$ cat src/rtl/bw_cap_pkg.sv
// Constants and types for the partition narrowing and bandwidth ceiling block
package bw_cap_pkg;
	// Register offsets within each security-state feature frame
	localparam logic [11:0] NARROW_MAP_OFFSET = 12'h600;
	localparam logic [11:0] BW_CEILING_OFFSET = 12'h208;
	// Security states, one register frame each
	localparam int STATE_COUNT = 4;
	localparam logic [1:0] SEC_SECURE = 2'h0;
	localparam logic [1:0] SEC_NONSECURE = 2'h1;
	localparam logic [1:0] SEC_ROOT = 2'h2;
	localparam logic [1:0] SEC_REALM = 2'h3;
	// Request and narrowed identifier spaces
	localparam int REQ_ID_BITS = 4;
	localparam int INT_ID_BITS = 3;
	localparam int INT_ID_COUNT = 8;
	localparam int MAP_ADDR_BITS = 6;
	localparam int MAP_DEPTH = 64;
	localparam logic [15:0] NARROWED_ID_LIMIT = 16'h0007;
	// Resource instances
	localparam logic RESOURCE_INSTANCES_SUPPORTED = 1'b1;
	localparam int RES_INSTANCES = 2;
	localparam int RIS_BITS = 1;
	localparam int REGULATED_INSTANCE = 0;
	// Field positions
	localparam int FLAG_BIT = 16;
	localparam int HARD_LIMIT_BIT = 31;
	localparam int FRACTION_MSB = 15;
	localparam int FRACTION_WIDTH = 3;
	// Reset values
	localparam logic [15:0] MAP_RESET = 16'h0000;
	localparam logic FLAG_RESET = 1'b0;
	localparam logic [2:0] FRACTION_RESET = 3'h7;
	localparam logic HARD_RESET = 1'b0;
	// Measurement window of 2**WINDOW_BITS cycles
	localparam int WINDOW_BITS = 8;
	localparam int SLOT_COUNT = 32;
	// Error codes toward the error status register
	localparam logic [1:0] ERR_NONE = 2'h0;
	localparam logic [1:0] ERR_RANGE = 2'h1;
	localparam logic [1:0] ERR_UNEXPECTED = 2'h2;
	// Register access sequencer; one bit changes per step except answer back to idle
	typedef enum logic [1:0] {
		ACC_IDLE = 2'h0,
		ACC_LOOKUP = 2'h1,
		ACC_ANSWER = 2'h3
	} access_state_type;
endpackage

$ cat src/rtl/map_mem_if.sv
// Port bundle between the register logic and the narrowing map store
`timescale 1ns/1ps
interface map_mem_if;
	import bw_cap_pkg::*;
	logic we; // Write strobe
	logic [MAP_ADDR_BITS-1:0] waddr; // Write entry
	logic [15:0] wdata; // Narrowed identifier to store
	logic [MAP_ADDR_BITS-1:0] raddr; // Read entry
	logic [15:0] rdata; // Registered read data
	modport owner (output we, output waddr, output wdata, output raddr,
		input rdata);
	modport store (input we, input waddr, input wdata, input raddr,
		output rdata);
endinterface

$ cat src/rtl/map_store.sv
// Narrowing map table, one entry per security state and request identifier
`timescale 1ns/1ps
module map_store
	import bw_cap_pkg::*;
(
	// Clock and reset
	input wire logic core_clk,
	input wire logic rst,
	// Table access
	map_mem_if.store mem
);
	logic [15:0] table_q [MAP_DEPTH]; // Stored associations
	logic [15:0] rdata_q; // Read data register

	// Reset clears the table so unwritten entries read a defined zero
	always_ff @(posedge core_clk or posedge rst) begin
		if (rst) begin
			for (int i = 0; i < MAP_DEPTH; i++) begin
				table_q[i] <= MAP_RESET;
			end
		end else if (mem.we) begin
			table_q[mem.waddr] <= mem.wdata;
		end
	end

	// Read data always leaves through a register
	always_ff @(posedge core_clk or posedge rst) begin
		if (rst) begin
			rdata_q <= MAP_RESET;
		end else begin
			rdata_q <= table_q[mem.raddr];
		end
	end

	assign mem.rdata = rdata_q;
endmodule

$ cat src/rtl/partition_narrowing_bw_cap.sv
// Partition narrowing map and bandwidth ceiling registers with regulator
// Behaviour
// [RULE1] Hold request-to-narrowed association per selected identifier
// [RULE2] Software selects request identifier, then writes map
// [RULE3] Software selects identifier, then reads map
// [RULE4] Out-of-range or flag-clear write: no update, error
// [RULE5] Selector internal flag set on access: error
// [RULE6] Flag bit 16 written zero blocks update
// [RULE7] Bit 16 reads back last written flag
// [RULE8] Bits 15:0 narrowed id, 31:17 reserved
// [RULE9] Four separate per-state narrowing instances
// [RULE10] Narrowing access ignores resource instance select
// [RULE11] Access targets selector id; internal flag zero
// [RULE12] Narrowing map answers at offset 0x0600
// [RULE13] Ceiling access uses selected instance and partition
// [RULE14] Soft limit: over-limit served only when idle
// [RULE15] Hard limit: no grants while over maximum
// [RULE16] Ceiling: fraction 15:0, hard flag bit 31
// [RULE17] Only top fraction bits kept, rest zero
// [RULE18] Fraction below one, point above bit 15
// [RULE19] Separate ceiling settings per security state
// [RULE20] Measure usage per window, compare with ceiling
`timescale 1ns/1ps
module partition_narrowing_bw_cap
	import bw_cap_pkg::*;
(
	// Clock and reset
	input wire logic core_clk,
	input wire logic rst,
	// Register access from the feature frames
	input wire logic reg_valid,
	input wire logic reg_write,
	input wire logic [1:0] reg_state,
	input wire logic [11:0] reg_offset,
	input wire logic [31:0] reg_wdata,
	output logic [31:0] reg_rdata_q,
	output logic reg_ack_q,
	output logic reg_busy_q,
	// Selector fields, one set per security state
	input wire logic [15:0] sel_partition [STATE_COUNT],
	input wire logic sel_internal [STATE_COUNT],
	input wire logic [RIS_BITS-1:0] sel_instance [STATE_COUNT],
	// Error report toward the error status register
	output logic err_event_q,
	output logic [1:0] err_code_q,
	output logic [1:0] err_state_q,
	// Regulated traffic, slot index is state * 8 + narrowed id
	input wire logic [SLOT_COUNT-1:0] traffic_req,
	output logic [SLOT_COUNT-1:0] grant_q,
	output logic [SLOT_COUNT-1:0] over_limit_q
);
	access_state_type acc_q; // Access sequencer state
	access_state_type acc_d; // Next sequencer state
	logic op_write_q; // Captured direction
	logic [1:0] op_state_q; // Captured security state
	logic [11:0] op_offset_q; // Captured offset
	logic [31:0] op_wdata_q; // Captured write data
	logic [15:0] op_part_q; // Captured selector identifier
	logic op_internal_q; // Captured selector internal flag
	logic [RIS_BITS-1:0] op_ris_q; // Captured resource instance
	logic flag_q [STATE_COUNT]; // Last written flag per state
	logic [FRACTION_WIDTH-1:0] frac_q [STATE_COUNT][RES_INSTANCES]
		[INT_ID_COUNT]; // Implemented ceiling bits
	logic hard_q [STATE_COUNT][RES_INSTANCES][INT_ID_COUNT]; // Hard flags

	// Bundle toward the map table
	map_mem_if mem ();

	// Narrowing map table
	map_store store_inst (
		.core_clk(core_clk),
		.rst(rst),
		.mem(mem)
	);

	// Address decode of the captured access
	wire take_req = (acc_q == ACC_IDLE) && reg_valid;
	wire hit_map = (op_offset_q == NARROW_MAP_OFFSET); // RULE12
	wire hit_ceiling = (op_offset_q == BW_CEILING_OFFSET);
	// Selector identifier must fit the request space
	wire req_id_ok = (op_part_q[15:REQ_ID_BITS] == '0);
	// Narrowed selection for the ceiling must fit the narrowed space
	wire int_id_ok = (op_part_q <= NARROWED_ID_LIMIT);
	wire [INT_ID_BITS-1:0] int_sel = op_part_q[INT_ID_BITS-1:0];
	// Instance select is honoured only where instances exist
	wire [RIS_BITS-1:0] ris_sel = RESOURCE_INSTANCES_SUPPORTED ?
		op_ris_q : '0; // RULE13
	// Single cycle in which tables are read and written
	wire in_lookup = (acc_q == ACC_LOOKUP);

	// Narrowing write checks
	wire wr_flag = op_wdata_q[FLAG_BIT];
	wire wr_id_bad = (op_wdata_q[15:0] > NARROWED_ID_LIMIT);
	wire range_err = wr_id_bad || !wr_flag; // RULE4 RULE6
	wire map_access = in_lookup && hit_map;
	// Selector flag set: error raised and map write blocked; a read still answers
	wire unexpected_err = map_access && op_internal_q; // RULE5 RULE11
	wire map_wr_ok = map_access && op_write_q && !op_internal_q &&
		!range_err && req_id_ok; // RULE1 RULE4 RULE6
	// Ceiling writes beyond the narrowed range are dropped
	wire ceil_wr = in_lookup && hit_ceiling && op_write_q && int_id_ok;

	// The map entry is chosen by state and request identifier only
	assign mem.we = map_wr_ok; // RULE9 RULE10
	assign mem.waddr = {op_state_q, op_part_q[REQ_ID_BITS-1:0]};
	assign mem.wdata = op_wdata_q[15:0];
	assign mem.raddr = {op_state_q, op_part_q[REQ_ID_BITS-1:0]}; // RULE11

	// Read data assembled in the answer cycle
	// Selector ids beyond the table read as zero
	wire [15:0] map_id = req_id_ok ? mem.rdata : 16'h0000;
	wire [31:0] map_word = {15'h0000, flag_q[op_state_q], map_id}; // RULE7 RULE8
	wire [FRACTION_WIDTH-1:0] sel_frac =
		frac_q[op_state_q][ris_sel][int_sel];
	wire sel_hard = hard_q[op_state_q][ris_sel][int_sel];
	wire [31:0] ceil_word = int_id_ok ? {sel_hard, 15'h0000, sel_frac,
		{(FRACTION_MSB + 1 - FRACTION_WIDTH){1'b0}}} :
		32'h00000000; // RULE16 RULE17 RULE18
	// Writes and unmapped offsets answer zero
	wire [31:0] read_word = op_write_q ? 32'h00000000 :
		hit_map ? map_word : hit_ceiling ? ceil_word : 32'h00000000;

	// Sequencer: take, look up, answer; one access in flight
	always_comb begin
		acc_d = acc_q;
		case (acc_q)
			ACC_IDLE: begin
				// Requests while busy are dropped, never queued
				if (reg_valid) begin
					acc_d = ACC_LOOKUP;
				end
			end
			ACC_LOOKUP: begin
				// Table and settings are read and written here
				acc_d = ACC_ANSWER;
			end
			ACC_ANSWER: begin
				// Ack leaves at the next edge
				acc_d = ACC_IDLE;
			end
			default: begin
				// Unused code falls back to idle
				acc_d = ACC_IDLE;
			end
		endcase
	end

	// Sequencer state and busy indication
	always_ff @(posedge core_clk or posedge rst) begin
		if (rst) begin
			acc_q <= ACC_IDLE;
			reg_busy_q <= 1'b0;
		end else begin
			acc_q <= acc_d;
			reg_busy_q <= (acc_d != ACC_IDLE);
		end
	end

	// Capture the access with the selector of its own state
	always_ff @(posedge core_clk or posedge rst) begin
		if (rst) begin
			op_write_q <= 1'b0;
			op_state_q <= SEC_SECURE;
			op_offset_q <= 12'h000;
			op_wdata_q <= 32'h00000000;
			op_part_q <= 16'h0000;
			op_internal_q <= 1'b0;
			op_ris_q <= '0;
		end else if (take_req) begin
			// Only an idle sequencer takes a new access
			op_write_q <= reg_write;
			op_state_q <= reg_state;
			op_offset_q <= reg_offset;
			op_wdata_q <= reg_wdata;
			// Selector was set before this access
			op_part_q <= sel_partition[reg_state]; // RULE2 RULE3
			op_internal_q <= sel_internal[reg_state];
			op_ris_q <= sel_instance[reg_state];
		end
	end

	// Flag mirrors every narrowing write, even a refused one
	always_ff @(posedge core_clk or posedge rst) begin
		if (rst) begin
			for (int s = 0; s < STATE_COUNT; s++) begin
				flag_q[s] <= FLAG_RESET;
			end
		end else if (map_access && op_write_q) begin
			// Recorded even when the selector flag is set
			flag_q[op_state_q] <= wr_flag; // RULE7
		end
	end

	// Ceiling settings per state, instance and narrowed identifier
	always_ff @(posedge core_clk or posedge rst) begin
		if (rst) begin
			for (int s = 0; s < STATE_COUNT; s++) begin
				for (int r = 0; r < RES_INSTANCES; r++) begin
					for (int p = 0; p < INT_ID_COUNT; p++) begin
						// Largest fraction, soft limited, after reset
						frac_q[s][r][p] <= FRACTION_RESET;
						hard_q[s][r][p] <= HARD_RESET;
					end
				end
			end
		end else if (ceil_wr) begin
			// Low fraction bits are simply not stored
			frac_q[op_state_q][ris_sel][int_sel] <= op_wdata_q[FRACTION_MSB
				-: FRACTION_WIDTH]; // RULE17 RULE19 RULE13
			hard_q[op_state_q][ris_sel][int_sel] <=
				op_wdata_q[HARD_LIMIT_BIT]; // RULE16
		end
	end

	// Answer and error report
	always_ff @(posedge core_clk or posedge rst) begin
		if (rst) begin
			reg_rdata_q <= 32'h00000000;
			reg_ack_q <= 1'b0;
			err_event_q <= 1'b0;
			err_code_q <= ERR_NONE;
			err_state_q <= SEC_SECURE;
		end else begin
			reg_ack_q <= (acc_q == ACC_ANSWER);
			// Read data holds until the next answer
			if (acc_q == ACC_ANSWER) begin
				reg_rdata_q <= read_word; // RULE3
			end
			// Unexpected flag outranks a range fault on the same write
			err_event_q <= unexpected_err ||
				(map_access && op_write_q && range_err);
			err_state_q <= op_state_q;
			if (unexpected_err) begin
				err_code_q <= ERR_UNEXPECTED; // RULE5
			end else if (map_access && op_write_q && range_err) begin
				err_code_q <= ERR_RANGE; // RULE4
			end else begin
				err_code_q <= ERR_NONE;
			end
		end
	end

	// Measurement window counter shared by all slots
	logic [WINDOW_BITS-1:0] window_q;
	// Window ends when the counter wraps
	wire window_end = (window_q == {WINDOW_BITS{1'b1}});

	always_ff @(posedge core_clk or posedge rst) begin
		if (rst) begin
			window_q <= '0;
		end else begin
			window_q <= window_q + 1'b1;
		end
	end

	logic [SLOT_COUNT-1:0] over_now; // Slot over its ceiling now
	logic [SLOT_COUNT-1:0] hard_slot; // Slot uses hard limiting
	logic [SLOT_COUNT-1:0] grant_d; // Grant chosen this cycle

	// Per-slot usage count against ceiling times window length
	// Limits come from instance 0 only; other instances are stored alone
	genvar g;
	generate
		for (g = 0; g < SLOT_COUNT; g++) begin : slot
			logic [WINDOW_BITS:0] used_q; // Grants in this window
			wire [FRACTION_WIDTH-1:0] f =
				frac_q[g / INT_ID_COUNT][REGULATED_INSTANCE][g % INT_ID_COUNT];
			// Fraction below one scaled to the window length
			wire [WINDOW_BITS:0] cap = {1'b0, f,
				{(WINDOW_BITS - FRACTION_WIDTH){1'b0}}}; // RULE18 RULE20
			assign over_now[g] = (used_q >= cap); // RULE20
			assign hard_slot[g] =
				hard_q[g / INT_ID_COUNT][REGULATED_INSTANCE][g % INT_ID_COUNT];
			// Count clears each window so an over slot can recover
			always_ff @(posedge core_clk or posedge rst) begin
				if (rst) begin
					used_q <= '0;
				end else if (window_end) begin
					used_q <= '0; // RULE15
				end else if (grant_d[g]) begin
					used_q <= used_q + 1'b1;
				end
			end
		end
	endgenerate

	// Under-ceiling slots first; soft over-ceiling ones only if none
	wire [SLOT_COUNT-1:0] under_req = traffic_req & ~over_now;
	wire [SLOT_COUNT-1:0] soft_req = traffic_req & over_now &
		~hard_slot; // RULE14 RULE15
	wire [SLOT_COUNT-1:0] pick = (|under_req) ? under_req : soft_req; // RULE14
	// Lowest requesting slot wins; simple but not fair
	assign grant_d = pick & (~pick + 1'b1);

	// Grant and over-limit status registers
	// A grant lasts one cycle; a held request is granted again
	always_ff @(posedge core_clk or posedge rst) begin
		if (rst) begin
			grant_q <= '0;
			over_limit_q <= '0;
		end else begin
			grant_q <= grant_d;
			over_limit_q <= over_now;
		end
	end
endmodule

$ cat config.mk
export PLATFORM = sky130hd
export DESIGN_NAME = partition_narrowing_bw_cap
export DESIGN_NICKNAME = d
export VERILOG_FILES = /design/src/rtl/bw_cap_pkg.sv /design/src/rtl/map_mem_if.sv /design/src/rtl/map_store.sv /design/src/rtl/partition_narrowing_bw_cap.sv
export SDC_FILE = /design/constraint.sdc
export NUM_CORES = 2
export LEC_CHECK = 0
export ABC_AREA = 0
export BUFFER_PORTS_ARGS = -buffer_cell sky130_fd_sc_hd__buf_2
export CAP_MARGIN = 15
export CORE_ASPECT_RATIO = 1.25
export CORE_MARGIN = 10
export CORE_UTILIZATION = 35
export CTS_CLUSTER_SIZE = 30
export DETAILED_ROUTE_END_ITERATION = 10
export GPL_ROUTABILITY_DRIVEN = 0
export SLEW_MARGIN = 20
export SYNTH_ARGS = -nofsm -noshare
export SYNTH_HDL_FRONTEND = slang
export SYNTH_SLANG_ARGS = --single-unit
$ cat constraint.sdc
create_clock -name core_clk -period 71.2 [get_ports core_clk]
set_clock_uncertainty 0.05 [all_clocks]
set_input_delay 3.56 -clock core_clk [delete_from_list [all_inputs] [get_ports core_clk]]
set_output_delay 3.56 -clock core_clk [all_outputs]
set_load 0.1 [all_outputs]
==> flow_metrics.tcl <==
set metrics [dict create \
    synth_commonest_cells "1546 x dfrtp_1, 855 x and2_1, 505 x mux2_2" \
    synth_cell_types 94 \
    grt_overflow_total 0 \
    die_area_um2 241000 \
    cp-end-kind "asynchronous set/reset pin" \
    syn_to_final_growth_pct 13.8 \
    cp_cell_sequence "buf_2 -> inv_8 -> buf_4 -> buf_4 -> buf_6 -> buf_4 -> buf_4" \
    cp_top_family "buffers and inverters" \
    min_path_type "register to register" \
    synth_area_leader_cell "dfrtp_1" \
    worstMarginPinSlew_ns 1.12 \
    avgViaCountPerCell 5.44 \
    setup.worst_path.class "primary input to asynchronous set/reset pin" \
    hold_buffers 0 \
    grt_first_pass_wirelength_mm 346 \
    async_reset_ff_share_pct 100 \
    p_per_area_nw_per_um2 30.6 \
    fp-row-count 193 \
    first_pass_iters 5 \
    drt_iter0_markers 4274 \
    path_buf_inv 7 \
    vias 52900 \
    ys_ff_latch 1738 \
    drive_gt1_share_pct 21.9 \
    dp_hpwl_mm 146 \
    syn_avg_cell_area_um2 11.9 \
    io_pins 257 \
    startpoint "rst" \
    fp.dieH_um 546 \
    nNetsFinal 6953 \
    setup_tns_ns 0 \
    critPathMaxStageDelay_ns 0.89 \
    ys.flop_type "dfrtp_1" \
    synth_top_area_share_pct 50.0 \
    cts_sinks 1738 \
    wire_per_inst_um 23.4 \
    clk_path_buf_depth 3 \
    leakagePower_nw 40.3 \
    drcViolationCount 0 \
    period_share_pct 10.9 \
    yosysSeqAreaShare_pct 56.5 \
    slew_headroom_pct 25.5 \
    grt_antenna_before_repair 9 \
    ir_drop_mv 0.0213 \
    min-delay-start "store_inst.mem.rdata[11]" \
    cpMostUsedCell "buf_4" \
    fin_crit_ns 7.74 \
    path_max_fanout 113 \
    ys_warn_count 0 \
    cts_tree "done" \
    layout.cells.non_filler 9730 \
    start_util_pct 35.1 \
    cp_data_arrival_time_ns 8.43 \
    synthCells 6506 \
    status "completed" \
    die_width_um 441 \
    ctsRootBufferMaster "clkbuf_16" \
    ant_nets 0 \
    maxCapViolations 0 \
    crit_path_start_kind "primary input" \
    finalHoldViolCount 0 \
    core_area_um2 221000 \
    ctsResizeCount 0 \
    clk_latency_ns 0.85 \
    cts-buffers-inserted 184 \
    grt_pass1_vias 54400 \
    drt_wl_total_mm 227 \
    fmax_ghz 0.129 \
    r2r-start "slot[30].f[2]" \
    cp_data_required_time_ns 71.89 \
    setup_viol 0 \
    cp_slowest_cell "buf_4" \
    clk_pin_slew_ns 0.06 \
    drv_slew 0 \
    portBuffers 228 \
    dp_cells 9376 \
    synth.most_common_cell "dfrtp_1" \
    grtUsageTotal_pct 18.4 \
    postCtsSetupRepairBufs 0 \
    grt_max_degree 183 \
    synth-edff-count 0 \
    synth_area_um2 77400 \
    synth_area_leaders "dfrtp_1 50%, mux2_2 7.3%, and2_1 6.9%, dfstp_2 6.5%, a22oi_1 3.0%" \
    rsz0062_at_grt "no" \
    h-tree-depth 4 \
]
==> power by group <==
part	total [mW]	internal [mW]	switching (mW)
clock	1.01	0.595	0.416
combinational	0.564	0.144	0.420
sequential	1.12	1.04	0.0772
==> through the flow <==
| step | utilization, % | hold WS (ns) | worst slack (ns) | area (um2) | power (mW) |
|---|---|---|---|---|---|
| 3_5_place_dp | 37.0 | 0.403 | 62.17 | 81600 | 1.70 |
| 2_1_floorplan | - | 0.302 | 18.85 | 77500 | 1.47 |
| 5_1_grt | 39.9 | 0.435 | 62.72 | 88100 | 2.81 |
| 6_report | 39.9 | 0.416 | 63.46 | 88100 | 2.70 |
| 3_3_place_gp | 37.0 | 0.403 | 62.39 | 81600 | 1.69 |
| 4_1_cts | 39.9 | 0.417 | 63.06 | 88100 | 2.72 |
==> registers in the layout, indices dropped and copies added (netlist names), 4 cells and up <==
| signal | flops |
|---|---|
| grant_q | 32 |
| flag_q | 4 |
| slot.used_q | 288 |
| op_part_q | 16 |
| op_offset_q | 12 |
| slot.f | 96 |
| reg_rdata_q | 18 |
| op_wdata_q | 18 |
| window_q | 8 |
| frac_q | 96 |
| hard_q | 64 |
| over_limit_q | 32 |
| store_inst.table_q | 1024 |
| store_inst.mem.rdata | 16 |
==> worst paths after layout <==
| kind | slack [ns] | to | cells after the start |
|---|---|---|---|
| max | 63.46 | op_wdata_q[1] | 7 |
| min | 0.42 | reg_rdata_q[11] | 1 |
| max reg2reg | 65.22 | slot[31].used_q[8] | 12 |
| min reg2reg | 0.42 | reg_rdata_q[11] | 1 |
| max in group core_clk | 64.11 | slot[31].used_q[8] | 9 |
| min in group asynchronous | 2.78 | op_part_q[10] | 2 |
==> cells by family (layout without fill, tap and decap cells) <==
group,after synthesis,count (layout),synth area share (%)
adder cells (fa/ha/maj),161,161,2.60
XOR/XNOR,164,164,1.85
flip-flops,1738,1738,56.5
AO/OA/AOI/OAI,964,964,9.19
buffers and inverters,624,901,3.14
AND/OR/NAND/NOR,2207,2207,16.0
other,1,23,0.00484
multiplexers,647,647,10.7
==> cell usage in the layout (no fill, tap or decap), types with 14 or more instances in the layout <==
master	Yosys	final
dfrtp_1	1546	1533
and2_1	855	853
mux2_2	505	505
a22oi_1	313	313
nor2_1	304	300
nand2_1	267	267
inv_1	232	231
buf_2	24	229
nand3_1	200	199
dfstp_2	192	192
clkbuf_16	0	185
nand4_1	166	166
ha_1	161	161
a21oi_1	136	136
xnor2_1	102	102
a22o_1	101	101
o21ai_0	101	101
mux4_2	97	97
a221oi_1	94	94
buf_4	16	88
xor2_1	62	62
and3_1	64	62
or3_1	56	56
mux2i_1	45	45
clkbuf_1	306	45
nor4_1	41	41
clkbuf_8	0	41
nor2b_1	41	40
nand2b_1	39	39
nor3_1	41	38
a31oi_1	34	34
or4_1	28	28
clkinv_2	0	28
o211ai_1	24	24
o31ai_1	24	24
and4b_1	20	20
bufinv_16	0	19
and4_1	17	17
conb_1	1	14
==> per-layer routing <==
metal	global-route usage (%)	share of wire, %	up-vias
met1	23.7	42	27400
met2	30.2	48	1591
met5	0	0.0057	-
li1	-	-	23400
met4	8.55	5.2	2
met3	3.11	5.4	454
==> cell type report <==
type                            instances  area, um2
Multi-Input combinational cell       4157      31400
Clock inverter                         73       1080
Tap cell                             2925       3660
Fill cell                           20900     133000
Clock buffer                          271       5360
Inverter                              232        878
Timing Repair Buffer                  325       1950
Sequential cell                      1738      43800
Antenna cell                            9       22.5
Note: power is estimated with default switching activity, not from simulation.
